### src/shared/tdc_pkg.sv
// What this block does
// - With the long-shift enable bit set, interruptions over 30 ms up to a 32-35 ms selected maximum also count as phase shifts; when clear they do not.
// - Disable-tone evaluation ends when no phase shift is seen within 749, 833, 916 or 999 ms, chosen by a 2-bit code.
// - A continuity-check configuration byte of zero switches 2010 Hz tone detection off entirely.
// - The coefficient store is reset once the 2010 Hz tone has lasted code times 8 ms; code zero never resets.
// - The canceller is bypassed once the 2010 Hz tone has lasted code times 8 ms; code zero never bypasses.
// - The phase-shift configuration register sits at 1CH, is write protected and resets to 43H.
package tdc_pkg;
   // ==========================================
   // clock and decision tick
   localparam int CLK_PERIOD_NS = 4;
   localparam int TICK_NS       = 125000;
   localparam int TICK_CYC      = (TICK_NS + CLK_PERIOD_NS - 1) / CLK_PERIOD_NS;
   localparam int TICK_US       = TICK_NS / 1000;
   localparam int US_PER_MS     = 1000;

   // ==========================================
   // register map
   localparam logic [7:0] ADDR_PSD  = 8'h1C;
   localparam logic [7:0] ADDR_CC   = 8'h1D;
   localparam logic [7:0] ADDR_STAT = 8'h1E;
   localparam logic [7:0] RST_PSD   = 8'h43;
   localparam logic [7:0] RST_CC    = 8'h00;

   // ==========================================
   // times as printed
   localparam int EVAL_MS_0     = 749;
   localparam int EVAL_MS_1     = 833;
   localparam int EVAL_MS_2     = 916;
   localparam int EVAL_MS_3     = 999;
   localparam int MIN_STEP_US   = 1125;
   localparam int MAX_MS_0      = 27;
   localparam int MAX_MS_1      = 28;
   localparam int MAX_MS_2      = 29;
   localparam int MAX_MS_3      = 30;
   localparam int MAX_MS_4      = 32;
   localparam int MAX_MS_5      = 33;
   localparam int MAX_MS_6      = 34;
   localparam int MAX_MS_7      = 35;
   localparam int LONG_SHIFT_MS = 30;
   localparam int PROT_STEP_MS  = 8;
   localparam int PROT_MAX_MS   = 120;

   // ==========================================
   // carriers
   typedef struct packed {
      logic       longShiftEvalEnable;
      logic [1:0] evaluationTimeSelect;
      logic [1:0] minInterruptionSelect;
      logic [2:0] maxInterruptionSelect;
   } tdc_psd_cfg_t;

   typedef struct packed {
      logic [3:0] coeffResetProtectTime;
      logic [3:0] bypassProtectTime;
   } tdc_cc_cfg_t;

   typedef struct packed {
      logic [7:0] addr;
      logic [7:0] wrData;
      logic       wrStb;
      logic       rdStb;
   } tdc_bus_req_t;
endpackage

### src/tdc_tone_detector_control.sv
// The implementer's own choice: strobed register access.
`timescale 1ns/1ns
module tdc_tone_detector_control #(
   parameter int TICK_CYCLES = tdc_pkg::TICK_CYC
) (
   // clock and reset
   input  wire logic                 ref_clk,
   input  wire logic                 srst,
   // register port
   input  wire tdc_pkg::tdc_bus_req_t regReq,
   input  wire logic                 cfgUnlock,
   output logic [7:0]                regRdData,
   // tone presence from the filters
   input  wire logic                 disTonePresent,
   input  wire logic                 ccTonePresent,
   // decisions
   output logic                      phaseShiftDetected,
   output logic                      evalExpired,
   output logic                      coeffStoreReset,
   output logic                      cancellerBypass
);
   import tdc_pkg::*;

   localparam int TW = $clog2(TICK_CYCLES + 1);
   localparam int TPMS = US_PER_MS / TICK_US;
   localparam logic [12:0] LONG_TICKS = 13'(LONG_SHIFT_MS * TPMS);
   localparam logic [9:0]  CC_SAT     = 10'(PROT_MAX_MS * TPMS);

   typedef enum logic [1:0] {PS_IDLE, PS_EVAL, PS_GAP, PS_HOLD} tdc_ps_state_t;

   function automatic logic [12:0] evalTicks(input logic [1:0] sel);
      case (sel)
         2'h0:    evalTicks = 13'(EVAL_MS_0 * TPMS);
         2'h1:    evalTicks = 13'(EVAL_MS_1 * TPMS);
         2'h2:    evalTicks = 13'(EVAL_MS_2 * TPMS);
         default: evalTicks = 13'(EVAL_MS_3 * TPMS);
      endcase
   endfunction

   function automatic logic [12:0] maxTicks(input logic [2:0] sel);
      case (sel)
         3'h0:    maxTicks = 13'(MAX_MS_0 * TPMS);
         3'h1:    maxTicks = 13'(MAX_MS_1 * TPMS);
         3'h2:    maxTicks = 13'(MAX_MS_2 * TPMS);
         3'h3:    maxTicks = 13'(MAX_MS_3 * TPMS);
         3'h4:    maxTicks = 13'(MAX_MS_4 * TPMS);
         3'h5:    maxTicks = 13'(MAX_MS_5 * TPMS);
         3'h6:    maxTicks = 13'(MAX_MS_6 * TPMS);
         default: maxTicks = 13'(MAX_MS_7 * TPMS);
      endcase
   endfunction

   // code times 8 ms, in ticks
   function automatic logic [9:0] protTicks(input logic [3:0] code);
      protTicks = 10'(code * PROT_STEP_MS * TPMS);
   endfunction

   // ==========================================
   // registers and bus
   tdc_psd_cfg_t psdCfg_ff, nxt_psdCfg;
   tdc_cc_cfg_t  ccCfg_ff, nxt_ccCfg;
   logic [7:0]   rdData_ff, nxt_rdData;
   logic [7:0]   statusWord;

   always_comb begin
      nxt_psdCfg = psdCfg_ff;
      nxt_ccCfg  = ccCfg_ff;
      nxt_rdData = 8'h00;
      // protected: writes without unlock are dropped silently
      if (regReq.wrStb && cfgUnlock) begin
         if (regReq.addr == ADDR_PSD) begin
            nxt_psdCfg = tdc_psd_cfg_t'(regReq.wrData);
         end
         if (regReq.addr == ADDR_CC) begin
            nxt_ccCfg = tdc_cc_cfg_t'(regReq.wrData);
         end
      end
      if (regReq.rdStb) begin
         case (regReq.addr)
            ADDR_PSD:  nxt_rdData = psdCfg_ff;
            ADDR_CC:   nxt_rdData = ccCfg_ff;
            ADDR_STAT: nxt_rdData = statusWord;
            default:   nxt_rdData = 8'h00;
         endcase
      end
   end

   always_ff @(posedge ref_clk) begin
      if (srst) begin
         psdCfg_ff <= tdc_psd_cfg_t'(RST_PSD);
         ccCfg_ff  <= tdc_cc_cfg_t'(RST_CC);
         rdData_ff <= 8'h00;
      end else begin
         psdCfg_ff <= nxt_psdCfg;
         ccCfg_ff  <= nxt_ccCfg;
         rdData_ff <= nxt_rdData;
      end
   end

   // ==========================================
   // 0.125 ms tick divider
   logic [TW-1:0] divCnt_ff, nxt_divCnt;
   logic          tick_ff, nxt_tick;

   always_comb begin
      nxt_tick   = 1'b0;
      nxt_divCnt = divCnt_ff + TW'(1);
      if (divCnt_ff == TW'(TICK_CYCLES - 1)) begin
         nxt_divCnt = '0;
         nxt_tick   = 1'b1;
      end
   end

   always_ff @(posedge ref_clk) begin
      if (srst) begin
         divCnt_ff <= '0;
         tick_ff   <= 1'b0;
      end else begin
         divCnt_ff <= nxt_divCnt;
         tick_ff   <= nxt_tick;
      end
   end

   // ==========================================
   // 2100 Hz phase shift evaluation
   tdc_ps_state_t psState_ff, nxt_psState;
   logic [12:0]   evalCnt_ff, nxt_evalCnt;
   logic [12:0]   gapCnt_ff, nxt_gapCnt;
   logic          shift_ff, nxt_shift;
   logic          expired_ff, nxt_expired;
   logic          gapValid;

   // window check; a full gap counter saturates past every limit
   always_comb begin
      gapValid = (gapCnt_ff >= (13'(psdCfg_ff.minInterruptionSelect) + 13'h1) * 13'(MIN_STEP_US / TICK_US))
               && (gapCnt_ff <= maxTicks(psdCfg_ff.maxInterruptionSelect))
               && (psdCfg_ff.longShiftEvalEnable || gapCnt_ff <= LONG_TICKS);
   end

   always_comb begin
      nxt_psState = psState_ff;
      nxt_evalCnt = evalCnt_ff;
      nxt_gapCnt  = gapCnt_ff;
      nxt_shift   = shift_ff;
      nxt_expired = 1'b0;
      case (psState_ff)
         PS_IDLE: begin
            nxt_evalCnt = '0;
            nxt_gapCnt  = '0;
            nxt_shift   = 1'b0;
            if (disTonePresent) begin
               nxt_psState = PS_EVAL;
            end
         end
         PS_EVAL, PS_GAP: begin
            if (tick_ff) begin
               nxt_evalCnt = evalCnt_ff + 13'h1;
               if (psState_ff == PS_GAP && gapCnt_ff != 13'h1FFF) begin
                  nxt_gapCnt = gapCnt_ff + 13'h1;
               end
            end
            if (evalCnt_ff >= evalTicks(psdCfg_ff.evaluationTimeSelect)) begin
               nxt_expired = 1'b1;
               nxt_psState = PS_HOLD;
            end else if (psState_ff == PS_EVAL && !disTonePresent) begin
               nxt_gapCnt  = '0;
               nxt_psState = PS_GAP;
            end else if (psState_ff == PS_GAP && disTonePresent) begin
               if (gapValid) begin
                  nxt_shift   = 1'b1;
                  nxt_psState = PS_HOLD;
               end else begin
                  nxt_psState = PS_EVAL;
               end
            end else if (psState_ff == PS_GAP && gapCnt_ff > maxTicks(3'h7)
                         && gapCnt_ff > LONG_TICKS) begin
               // tone is gone, not interrupted
               nxt_psState = PS_IDLE;
            end
         end
         PS_HOLD: begin
            if (!disTonePresent) begin
               nxt_psState = PS_IDLE;
            end
         end
         default: nxt_psState = PS_IDLE;
      endcase
   end

   always_ff @(posedge ref_clk) begin
      if (srst) begin
         psState_ff <= PS_IDLE;
         evalCnt_ff <= '0;
         gapCnt_ff  <= '0;
         shift_ff   <= 1'b0;
         expired_ff <= 1'b0;
      end else begin
         psState_ff <= nxt_psState;
         evalCnt_ff <= nxt_evalCnt;
         gapCnt_ff  <= nxt_gapCnt;
         shift_ff   <= nxt_shift;
         expired_ff <= nxt_expired;
      end
   end

   // ==========================================
   // 2010 Hz continuity check timing
   logic [9:0] ccCnt_ff, nxt_ccCnt;
   logic       rstDone_ff, nxt_rstDone;
   logic       rstPulse_ff, nxt_rstPulse;
   logic       bypass_ff, nxt_bypass;
   logic       ccEnable;

   always_comb begin
      ccEnable     = (ccCfg_ff != tdc_cc_cfg_t'(RST_CC));
      nxt_ccCnt    = ccCnt_ff;
      nxt_rstDone  = rstDone_ff;
      nxt_rstPulse = 1'b0;
      nxt_bypass   = bypass_ff;
      if (!ccEnable || !ccTonePresent) begin
         nxt_ccCnt   = '0;
         nxt_rstDone = 1'b0;
         nxt_bypass  = 1'b0;
      end else begin
         if (tick_ff && ccCnt_ff != CC_SAT) begin
            nxt_ccCnt = ccCnt_ff + 10'h1;
         end
         // one reset per tone burst, not one per tick
         if (ccCfg_ff.coeffResetProtectTime != 4'h0 && !rstDone_ff
             && ccCnt_ff >= protTicks(ccCfg_ff.coeffResetProtectTime)) begin
            nxt_rstPulse = 1'b1;
            nxt_rstDone  = 1'b1;
         end
         if (ccCfg_ff.bypassProtectTime != 4'h0
             && ccCnt_ff >= protTicks(ccCfg_ff.bypassProtectTime)) begin
            nxt_bypass = 1'b1;
         end
      end
   end

   always_ff @(posedge ref_clk) begin
      if (srst) begin
         ccCnt_ff    <= '0;
         rstDone_ff  <= 1'b0;
         rstPulse_ff <= 1'b0;
         bypass_ff   <= 1'b0;
      end else begin
         ccCnt_ff    <= nxt_ccCnt;
         rstDone_ff  <= nxt_rstDone;
         rstPulse_ff <= nxt_rstPulse;
         bypass_ff   <= nxt_bypass;
      end
   end

   // ==========================================
   // status and outputs
   always_comb begin
      statusWord = {3'h0, rstDone_ff, bypass_ff, shift_ff,
                    psState_ff == PS_HOLD, psState_ff == PS_EVAL || psState_ff == PS_GAP};
   end

   assign regRdData          = rdData_ff;
   assign phaseShiftDetected = shift_ff;
   assign evalExpired        = expired_ff;
   assign coeffStoreReset    = rstPulse_ff;
   assign cancellerBypass    = bypass_ff;
endmodule // tdc_tone_detector_control

### config.mk
export PLATFORM = sky130hd
export DESIGN_NAME = tdc_tone_detector_control
export DESIGN_NICKNAME = d
export VERILOG_FILES = /design/src/shared/tdc_pkg.sv /design/src/tdc_tone_detector_control.sv
export SDC_FILE = /design/constraint.sdc
export NUM_CORES = 1
export LEC_CHECK = 0
export BUFFER_PORTS_ARGS = -buffer_cell sky130_fd_sc_hd__buf_2
export CAP_MARGIN = 25
export CORE_UTILIZATION = 29
export DETAILED_ROUTE_END_ITERATION = 10
export GPL_TIMING_DRIVEN = 0
export PLACE_DENSITY = 0.54
export REMOVE_ABC_BUFFERS = 1
export SLEW_MARGIN = 20
export SYNTH_ARGS = -nofsm -noshare
export SYNTH_HDL_FRONTEND = slang
export SYNTH_SLANG_ARGS = --single-unit
export TNS_END_PERCENT = 10
### constraint.sdc
create_clock -name ref_clk -period 3.26 [get_ports ref_clk]
set_input_delay 0.163 -clock ref_clk [delete_from_list [all_inputs] [get_ports ref_clk]]
set_output_delay 0.163 -clock ref_clk [all_outputs]
set_load 0.005 [all_outputs]
# [After elaboration in Yosys (flattened, before gate mapping)]
# Cells that the tools add are included.
[word_totals] elab_cells=122 regBits=83 out_inout_bits=12 inputBits=23
[classes] n_bitwise=2 mul=1 n_lt_le_gt_ge=8 n_addsub=5 n_reduce_logical=36 eq_ne=25 n_mux=27
[ops] cell="$mux W13" n=6
[ops] cell="$pmux W9 S7" n=1
[ops] cell="$pmux W13 S2" n=2
[ops] cell="$pmux W12 S3" n=1
[ops] cell="$add A13 B1 Y13 const B" n=2
[ops] cell="$eq A8 B5 Y1 const B" n=3
[ops] cell="$pmux W8 S3" n=1
[ops] cell="$ge A10 B10 Y1" n=2
[ops] cell="$add A15 B1 Y15 const B" n=1
[ops] cell="$eq A15 B15 Y1 const B" n=1
[ops] cell="$mux W2" n=7
[ops] cell="$ne A2 B2 Y1 const B" n=7
[ops] cell="$ge A13 B13 Y1" n=1
[ops] cell="$ge A13 B7 Y1" n=1
[ops] cell="$gt A13 B8 Y1 const B" n=1
[ops] cell="$gt A13 B9 Y1 const B" n=1
[ops] cell="$le A13 B13 Y1" n=1
[ops] cell="$le A13 B8 Y1 const B" n=1
[ops] cell="$ne A13 B13 Y1 const B" n=1
[ops] cell="$logic_and A1 B1 Y1" n=12
[ops] cell="$add A10 B1 Y10 const B" n=1
[ops] cell="$ne A10 B10 Y1 const B" n=1
[ops] cell="$reduce_or A2 Y1" n=5
[ops] cell="$eq A3 B3 Y1 const B" n=3
[ops] cell="other kinds (21)" n=41

# [Depth between registers and ports, before layout]
# Gate-level depths: netlist of the first run.
[depth] ltp_word=10 ltp_mapped=10

# [Worst setup path after synthesis of the first run]
# OpenSTA, ideal clock, no wires.
[synth_timing] path_kind="register to register" startpoint="register psdCfg_ff[5] in the netlist's numbering" endpoint="register psState_ff[1]" arrival_time_ps=2250 stages_incl_launch_ff=10 setup_slack_ps=922 path_cell_list="dfxtp_1 -> inv_1 -> ha_1 -> ha_1 -> and4_1 -> o311a_1 -> a211oi_2 -> o21a_1 -> or4_2 -> o32ai_2"
[synth_between] elab_chain_len=6 elab_cells_between_ends=10 cone_classes="order compare: 1; eq/ne: 3; mux: 4; reduce/logical: 2"
[synth_lines] item="start, declared" line="tdc_tone_detector_control.sv:60" rtl="tdc_psd_cfg_t psdCfg_ff, nxt_psdCfg;"
[synth_lines] item="start signal, assigned" line="tdc_tone_detector_control.sv:90" rtl="psdCfg_ff <= tdc_psd_cfg_t'(RST_PSD);"
[synth_lines] item="start signal, assigned" line="tdc_tone_detector_control.sv:94" rtl="psdCfg_ff <= nxt_psdCfg;"
[synth_lines] item="$eq A2 B2 Y1 (tied with other cells)" line="tdc_tone_detector_control.sv:32" rtl="case (sel)"
[synth_lines] item="$pmux W12 S3 *" line="tdc_tone_detector_control.sv:32"
[synth_lines] item="$mux W13 *" line="tdc_tone_detector_control.sv:146" rtl="case (psState_ff)"
[synth_lines] item="$ge A13 B13 Y1 *" line="tdc_tone_detector_control.sv:162" rtl="if (evalCnt_ff >= evalTicks(psdCfg_ff.evaluationTimeSelect)) begin"
[synth_lines] item="$ne A5 B5 Y1 (no source line) / $mux W2 (equally long branches)"
[synth_lines] item="$reduce_and A3 Y1 (no source line) / $pmux W2 S3 (equally long branches)"
[synth_lines] item="end signal, assigned" line="tdc_tone_detector_control.sv:198" rtl="psState_ff <= nxt_psState;"
[synth_lines] item="end, declared" line="tdc_tone_detector_control.sv:126" rtl="tdc_ps_state_t psState_ff, nxt_psState;"
# Every way passes the cells marked *; elsewhere a longest branch is shown, timed or not. The select of a mux whose other input is x is not followed.
# A chain may end at the register's enable or synchronous reset.

# [Final worst setup path of the first run]
[layout_timing] startpoint="register psdCfg_ff[5] in the netlist's numbering" endpoint="register gapCnt_ff[0]"
[layout_between] elab_chain_len=6 elab_cells_between_ends=8 cone_classes="order compare: 1; eq/ne: 2; mux: 4; reduce/logical: 1"
[layout_lines] item="$eq A2 B2 Y1 (tied with other cells)" line="tdc_tone_detector_control.sv:32"
[layout_lines] item="$pmux W12 S3 *" line="tdc_tone_detector_control.sv:32"
[layout_lines] item="$mux W13 *" line="tdc_tone_detector_control.sv:146"
[layout_lines] item="$ge A13 B13 Y1 *" line="tdc_tone_detector_control.sv:162"
[layout_lines] item="$mux W13 *" line="tdc_tone_detector_control.sv:162"
[layout_lines] item="$pmux W13 S2 *" line="tdc_tone_detector_control.sv:146"
[layout_lines] item="end signal, assigned" line="tdc_tone_detector_control.sv:200" rtl="gapCnt_ff <= nxt_gapCnt;"
[layout_lines] item="end, declared" line="tdc_tone_detector_control.sv:128" rtl="logic [12:0] gapCnt_ff, nxt_gapCnt;"
# Marked as above.

==> results.cfg, run 1 <==
[grt]
grt_use_met2 = 0.218
grt_pass1_vias = 3605
grt_max_degree = 41
grt_usage = 0.128
busiest_layer = met2
use_met3 = 0.0484
grt_use_met1 = 0.149
grt_overflow = 0
grt_pass1_wl_um = 16800
antenna_found_initial = 2

[floorplanning]
initial_core_util = 0.300
fp.dieArea_um2 = 16400
ios = 35
core_um2 = 15400
die_h_um = 128
die_w_um = 128
rows = 45

[timing]
setup_viol = 0
final.period_utilization = 0.811
worst_slew_pin_slew_ns = 0.774
rsz0062_at_grt = no
skew_ns = 0.00535
report.final.slew_viol_count = 0
finalHoldViolCount = 0
max-slew-margin-rel = 0.484
fin_crit_ns = 2.64
fmax_mhz = 378
setup_tns_ns = 0

[drt]
vias = 3757
dr.pass1.iters = 5
wl_per_cell_um = 12.6
ant_nets = 0
drtIter0Drc = 205
routed_wl_um = 9830
avgViaCountPerCell = 4.80
drc = 0

[yosys]
ys_ff_latch = 83
syn-cell-area_um2 = 4610
synthDistinctLibCells = 55
async_flop_share = 0
synth_edf_count = 0
yosys_warnings = 0
avgSynthCellArea_um2 = 8.58
synth_area_leaders = dfxtp_1 36%, ha_1 13%, nor2_1 6.7%, mux2i_1 4.8%, xor2_1 4.4%
postSynthCellCount = 538
synth_seq_area_share = 0.360
ys.flop_type = dfxtp_1
synth.top_cell.area_share = 0.360
yosysTopAreaCell = dfxtp_1

[clock_tree]
cts_resized = 0
cts_root_buf = clkbuf_16
cts_setup_buffers = 0
clock_latency_ns = 0.34
htreeDepth = 3
cts_buffer_depth = 2
hold_buffers = 0
cts_buffers = 9
cts_tree = done
path_clk_slew_ns = 0.07
clock-sinks = 83

[finish]
areaGrowthSynthToFinish_pct = 15.3
fin_cells = 782
drive_gt1_frac = 0.118
nNetsFinal = 635
fill_cells = 1609
multi_input_area_um2 = 2720
seq_area_um2 = 1660

[pwr]
power_per_cell_area_nw_per_um2 = 448
peakVddDrop_mv = 0.247
p_leak_uw = 0.00210

[worst_setup_path]
start_kind = flip-flop
end_kind = flip-flop
cp.required_ns = 3.49
crit_type = reg2reg
path_max_fanout = 13
arrival_ns = 2.87

[place]
routabilityCongestion = 0.756
port_buffers = 34
hpwl_um = 7210
numPlacedInstances = 764

[outcome]
status = finished clean

[job]
maxCapViolations = 0

[worst_hold_path]
min_path_type = in2reg
## layout make-up
type                       count  share of cell area
clock inverter                 6              0.0223
timing repair buffer          35              0.0334
tap                          211              0.0496
inverter                      37              0.0261
multi-input combinational    399               0.511
antenna                        1            0.000470
clock buffer                  10              0.0449
sequential                    83               0.312
## where the power goes
group | switching [uW] | internal [uW]
clock network | 442 | 781
registers | 7.36 | 1020
logic | 89.1 | 45.7
## worst max-delay path, cell delays in order (launching register included)
cell      delay [ns]
dfxtp_1         0.40
inv_1           0.09
ha_1            0.22
inv_1           0.08
ha_1            0.22
and4b_1         0.17
o311a_1         0.33
a211oi_2        0.48
a311o_2         0.44
nor2_1          0.08
## kinds of logic after synthesis
family,share of synthesized area
mux,0.0526
flops,0.360
xor+xnor,0.0626
buf+inv,0.0507
compound gates,0.113
fa+ha+maj,0.127
simple gates,0.233
## flip-flops by register name (all words and copies together) (netlist names), 2 cells and up
register,flops
ccCfg_ff,8
ccCnt_ff,10
divCnt_ff,15
evalCnt_ff,13
gapCnt_ff,13
psState_ff,2
psdCfg_ff,8
regRdData,8
## cells in the mapped netlist, drive strengths merged (4+ instances only)
master  instances
inv            37
nor4            4
a211oi          4
nand2          34
o211ai          5
xor2           23
nand3          32
buf             7
nor2b           6
clkbuf         12
and3            7
a21oi          30
mux2i          22
nand4          10
ha             47
nor2           82
nor3           13
o21ai          12
nand2b          5
or3             9
xnor2          10
and4            5
dfxtp          83
## layer usage
| layer | wire, um | share of wire |
|---|---|---|
| met5 | 9 | 0.00092 |
| met3 | 504 | 0.051 |
| met1 | 4530 | 0.46 |
| met4 | 123 | 0.013 |
| met2 | 4660 | 0.47 |
## path summary, 6_finish.rpt
path	endpoint	slack (ns)	start	cells past startpoint
worst max-delay path	gapCnt_ff[0]	0.62	psdCfg_ff[5]	9
worst min-delay path	psdCfg_ff[7]	0.08	regReq[9]	3
worst max register to register	gapCnt_ff[0]	0.62	psdCfg_ff[5]	9
worst min register to register	divCnt_ff[0]	0.48	divCnt_ff[0]	1
## stage by stage
| step | util | hold slack (ns) | power [uW] | setup WS, ns | instance area (um2) |
|---|---|---|---|---|---|
| 5_1_grt | 0.346 | 0.0648 | 2480 | 0.411 | 5320 |
| 6_report | 0.346 | 0.0761 | 2380 | 0.616 | 5320 |
| 2_1_floorplan | - | 0.232 | 1130 | 0.922 | 4520 |
| 3_3_place_gp | 0.322 | 0.413 | 1180 | 0.637 | 4950 |
| 4_1_cts | 0.346 | 0.0671 | 2430 | 0.571 | 5310 |
| 3_5_place_dp | 0.322 | 0.425 | 1190 | 0.581 | 4950 |
## placed cells by master, fill, tap and decap left out, types with 2 or more instances in the layout
cell type / count
or3_1: 9
dfxtp_1: 83
a211oi_1: 3
or2_2: 3
buf_2: 34
nand4b_1: 3
o21ai_0: 12
o21a_1: 2
and2_1: 2
and4_1: 5
clkbuf_16: 9
nor3_1: 13
nor4_1: 4
nand2b_1: 5
nor2_1: 82
xnor2_1: 10
and3_1: 7
xor2_1: 23
nand3_1: 32
bufinv_16: 3
nand2_1: 34
o211ai_1: 5
inv_6: 2
ha_1: 47
a31oi_1: 2
nor4b_1: 2
mux2i_1: 22
inv_1: 37
nor2b_1: 5
a21oi_1: 29
mux2_2: 2
a211o_1: 3
a21o_1: 3
nand4_1: 10
No activity file was read; power rests on OpenSTA's default activity.
==> run 2, diff against run 1 <==
Clock period 3.26 ns to 2.7 ns, I/O delays scaled along.
==> run 2 against run 1 <==
Effect of this change:
- utilization grew 0.065 points
- critical path depth is the same
- via count is essentially flat
- clock skew is essentially flat
- final area grew 0.19%
- critical path type unchanged
- largest cell class unchanged
==> results.cfg, run 2 (same netlist as run 1, synthesis figures left out) <==
[outcome]
status = finished clean

[place]
placed_area_um2 = 4950
dp_slack_ns = 0.0214
routabilityCongestion = 0.756
hpwl_um = 7210
port_buffers = 34

[job]
maxCapViolations = 0

[worst_setup_path]
r2r_cells = 9
start_kind = flip-flop
end_kind = flip-flop
crit_type = reg2reg
arrival_ns = 2.77
cp.required_ns = 2.95
reg2reg_slack_ns = 0.18
path_max_fanout = 6

[drt]
vias = 3759
ant_nets = 0
drc = 0
drtIter0Drc = 222
dr.pass1.iters = 7
avgViaCountPerCell = 4.81
routed_wl_um = 9830
wl_per_cell_um = 12.6

[clock_tree]
cts_buffers = 9
path_clk_slew_ns = 0.07
clock-sinks = 83
clock_latency_ns = 0.34
cts_tree = done
htreeDepth = 3
cts_buffer_depth = 2
cts_setup_buffers = 0
cts_root_buf = clkbuf_16

[floorplanning]
die_w_um = 128
ios = 35
initial_core_util = 0.300
fp.dieArea_um2 = 16400
core_um2 = 15400
rows = 45
die_h_um = 128

[finish]
drive_gt1_frac = 0.121
fill_cells = 1607
stdcell_area_um2 = 5330
final_common_cell = nor2_1
largest_register_ffs = 15
nNetsFinal = 635
largest-register = divCnt_ff
layout_common_cells = 82 x nor2_1, 81 x dfxtp_1, 47 x ha_1
areaGrowthSynthToFinish_pct = 15.5
largestRegisters = divCnt_ff (15), evalCnt_ff (13), gapCnt_ff (13)

[timing]
final.period_utilization = 0.934
skew_ns = 0.00548
report.final.slew_viol_count = 0
max-slew-margin-rel = 0.487
worst_slew_pin_slew_ns = 0.770
fin_crit_ns = 2.52
setup_tns_ns = 0
setup_viol = 0
finalHoldViolCount = 0
rsz0062_at_grt = no
fmax_mhz = 397
setup_ws_ns = 0.179

[grt]
grt_max_degree = 41
grt_pass1_wl_um = 16800
grt_overflow = 0
grt_pass1_vias = 3605
antenna_found_initial = 2
grt_usage = 0.128

[pwr]
p_leak_uw = 0.00211
peakVddDrop_mv = 0.298
power_per_cell_area_nw_per_um2 = 540

[worst_hold_path]
min_path_cells = 3
min_path_type = in2reg
==> run 2: path summary, 6_finish.rpt <==
kind | startpoint | end
worst min register to register | divCnt_ff[0] | divCnt_ff[0]
worst min-delay path | regReq[9] | psdCfg_ff[7]
worst max-delay path | psdCfg_ff[5] | psState_ff[1]
worst max register to register | psdCfg_ff[5] | psState_ff[1]
==> run 2: stage by stage <==
step           total power, uW  hold slack (ns)  instances  utilization
2_1_floorplan             1370            0.204        519            -
3_3_place_gp              1430            0.385        764        0.322
3_5_place_dp              1430            0.397        764        0.322
4_1_cts                   2930           0.0391        780        0.346
5_1_grt                   3000           0.0368        781        0.347
6_report                  2880           0.0480        782        0.347
==> run 2: routing by layer <==
layer | GRT usage | wire length [um] | up-vias
met3 | 0.0484 | 484 | 13
met5 | 0 | 9 | -
met4 | 0.0381 | 125 | 2
li1 | - | - | 1917
met1 | 0.149 | 4560 | 1784
met2 | 0.218 | 4650 | 43
==> run 2: final cells by class <==
class / instances / area (um2) / area share
repair buffers: 35 / 178 / 0.0333
multi-input cells: 399 / 2730 / 0.511
inverters: 37 / 139 / 0.0261
clock inverters: 6 / 119 / 0.0223
well taps: 211 / 264 / 0.0495
diodes: 1 / 2.50 / 0.000469
clock buffers: 10 / 239 / 0.0448
flip-flops and latches: 83 / 1660 / 0.312
==> run 2: repair_timing <==
item                       CTS  global route
setup endpoints to repair    0            15
gates resized for setup      0             4
hold buffers                 0             0
==> run 2: where the power goes <==
part / internal [uW] / switching, uW / total, uW
Clock: 943 / 533 / 1480
Sequential: 1230 / 8.89 / 1240
Combinational: 55.1 / 107 / 162
==> run 2: critical path, stage by stage (launching register included) <==
cell,delay (ns)
dfxtp_2,0.37
inv_1,0.07
ha_1,0.30
ha_1,0.31
and4_1,0.19
o311a_1,0.21
a211oi_4,0.08
o21a_1,0.16
or4_2,0.62
o32ai_2,0.11
==> run 3, diff against run 2 <==
Settings changed: ABC_AREA set to 1, CORE_MARGIN set to 4.
==> run 3 against run 2 <==
Effect of this change:
- critical path depth up 4
- area after synthesis up 7.0%
- critical endpoint is now gapCnt_ff[1]
- cell count up 23%
- non-clock buffer count down 1
- die area up 17%
- via count up 18%
- routed wire length up 20%
- total power down 6.3%
- critical path type unchanged
==> results.cfg, run 3 <==
[outcome]
status = finished clean

[place]
placed_area_um2 = 5360
numPlacedInstances = 945
routabilityCongestion = 0.792
hpwl_um = 8910
dp_slack_ns = 0.240
port_buffers = 34

[grt]
grt_pass1_vias = 4123
grt_use_met2 = 0.187
grt_use_met1 = 0.179
use_met3 = 0.0300
grt_overflow = 0
grt_usage = 0.126
grt_max_degree = 27
antenna_found_initial = 0
busiest_layer = met2
grt_pass1_wl_um = 20100

[finish]
largestRegisters = divCnt_ff (15), evalCnt_ff (13), gapCnt_ff (13)
multi_input_area_um2 = 2780
nNetsFinal = 806
largest-register = divCnt_ff
drive_gt1_frac = 0.111
layout_common_cells = 126 x nand2_1, 121 x inv_1, 83 x dfxtp_1
diodes = 0
stdcell_area_um2 = 5670
fin_cells = 960
final_common_cell = nand2_1
areaGrowthSynthToFinish_pct = 14.8
largest_register_ffs = 15
fill_cells = 1796
seq_area_um2 = 1660

[yosys]
ys.flop_type = dfxtp_1
synth_area_leaders = dfxtp_1 34%, ha_1 12%, nand2_1 9.6%, inv_1 9.2%, nor2_1 6.0%
async_flop_share = 0
postSynthCellCount = 696
yosys_warnings = 0
synth_edf_count = 0
synth_seq_area_share = 0.337
synth_common_cells = 126 x nand2_1, 121 x inv_1, 83 x dfxtp_1
avgSynthCellArea_um2 = 7.09
synthDistinctLibCells = 46
yosysMostFrequentCell = nand2_1
synth.top_cell.area_share = 0.337
yosysTopAreaCell = dfxtp_1
ys_ff_latch = 83
syn-cell-area_um2 = 4940

[clock_tree]
cts_root_buf = clkbuf_16
clock-sinks = 83
htreeDepth = 3
cts_resized = 0
cts_buffer_depth = 2
cts_tree = done
path_clk_slew_ns = 0.06
cts_buffers = 9
clock_latency_ns = 0.34
cts_setup_buffers = 0
hold_buffers = 0

[worst_setup_path]
max_stage_delay_ns = 0.36
cp.required_ns = 2.92
crit_type = reg2reg
start_kind = flip-flop
cp_slowest_cell = dfxtp_1
path_max_fanout = 7
end_kind = flip-flop
cp_cell_sequence = inv_1 -> ha_1 -> ha_1 -> nand2_1 -> inv_1 -> nand2_1 -> nand2_1 -> nand2_1 -> nand2_1 -> nor2_2 -> a21oi_2 -> o21ai_2 -> nor2_1
arrival_ns = 2.47
crit_top_cell = nand2_1

[drt]
ant_nets = 0
avgViaCountPerCell = 4.61
drc = 0
vias = 4428
wl_per_cell_um = 12.3
routed_wl_um = 11800
dr.pass1.iters = 5
drtIter0Drc = 279

[timing]
holdWs_ns = 0.0486
fin_crit_ns = 2.25
setup_tns_ns = 0
fmax_mhz = 444
rsz0062_at_grt = no
report.final.slew_viol_count = 0
setup_viol = 0
max-slew-margin-rel = 0.482
skew_ns = 0.00568
final.period_utilization = 0.835
worst_slew_pin_slew_ns = 0.776
setup_ws_ns = 0.446
finalHoldViolCount = 0

[floorplanning]
fp.dieArea_um2 = 19200
core_um2 = 16600
die_w_um = 138
rows = 47
initial_core_util = 0.297
die_h_um = 138
ios = 35

[pwr]
power_per_cell_area_nw_per_um2 = 476
p_leak_uw = 0.00258
peakVddDrop_mv = 0.294

[worst_hold_path]
min_path_type = in2reg

[job]
maxCapViolations = 0
## run 3: cell count changes in the layout (fill, tap and decap cells not counted), sizes merged, moves of 10 or more
cell   before  now
a21oi      30   55
mux2i      22    0
nand2      34  129
xor2       23    3
nor3       13   23
o21ai      12   42
inv        40  125
## run 3: final cells by class
cell class                      instances  area share
Clock inverter                          5      0.0139
Inverter                              126      0.0834
Tap cell                              220      0.0486
Multi-Input combinational cell        482       0.491
Timing Repair Buffer                   34      0.0300
Clock buffer                           10      0.0404
Sequential cell                        83       0.293
## run 3: logic make-up after synthesis
family	after synthesis	synth area share
DFF	83	0.337
xor gates and xnor gates	5	0.00887
AOI/OAI and AO/OA	127	0.145
and+or+nand+nor	303	0.289
adders and majority gates	47	0.119
buffers and inverters	131	0.101
## run 3: routing by layer
| layer | share of wire | vias up |
|---|---|---|
| li1 | - | 2356 |
| met1 | 0.52 | 1951 |
| met2 | 0.41 | 103 |
| met3 | 0.049 | 18 |
| met4 | 0.021 | 0 |
| met5 | 0 | - |
## run 3: worst max-delay path: cells and delay by family (launching register included)
kind | cells | cell delay (ns)
compound gates | 2 | 0.41
simple gates | 7 | 0.59
fa+ha+maj | 2 | 0.61
buf+inv | 2 | 0.14
flops | 1 | 0.36
## run 3: through the flow
stage                      util  power, uW
final                     0.341       2700
after global placement    0.322       1410
after CTS                 0.340       2740
after detailed placement  0.322       1410
after floorplan               -       1350
after global routing      0.341       2800
## run 3: path summary, 6_finish.rpt
kind | startpoint | end | slack, ns | depth (start not counted)
worst min-delay path | regReq[0] | regRdData[7] | 0.05 | 3
worst max-delay path | psdCfg_ff[5] | gapCnt_ff[1] | 0.45 | 13
worst max register to register | psdCfg_ff[5] | gapCnt_ff[1] | 0.45 | 13
worst min register to register | evalCnt_ff[1] | evalCnt_ff[1] | 0.48 | 2
## run 3: power breakdown
part	internal (uW)	switching [uW]	leakage (uW)
clock	804	508	0.000152
combinational	44.2	102	0.00176
sequential	1230	8.01	0.000669
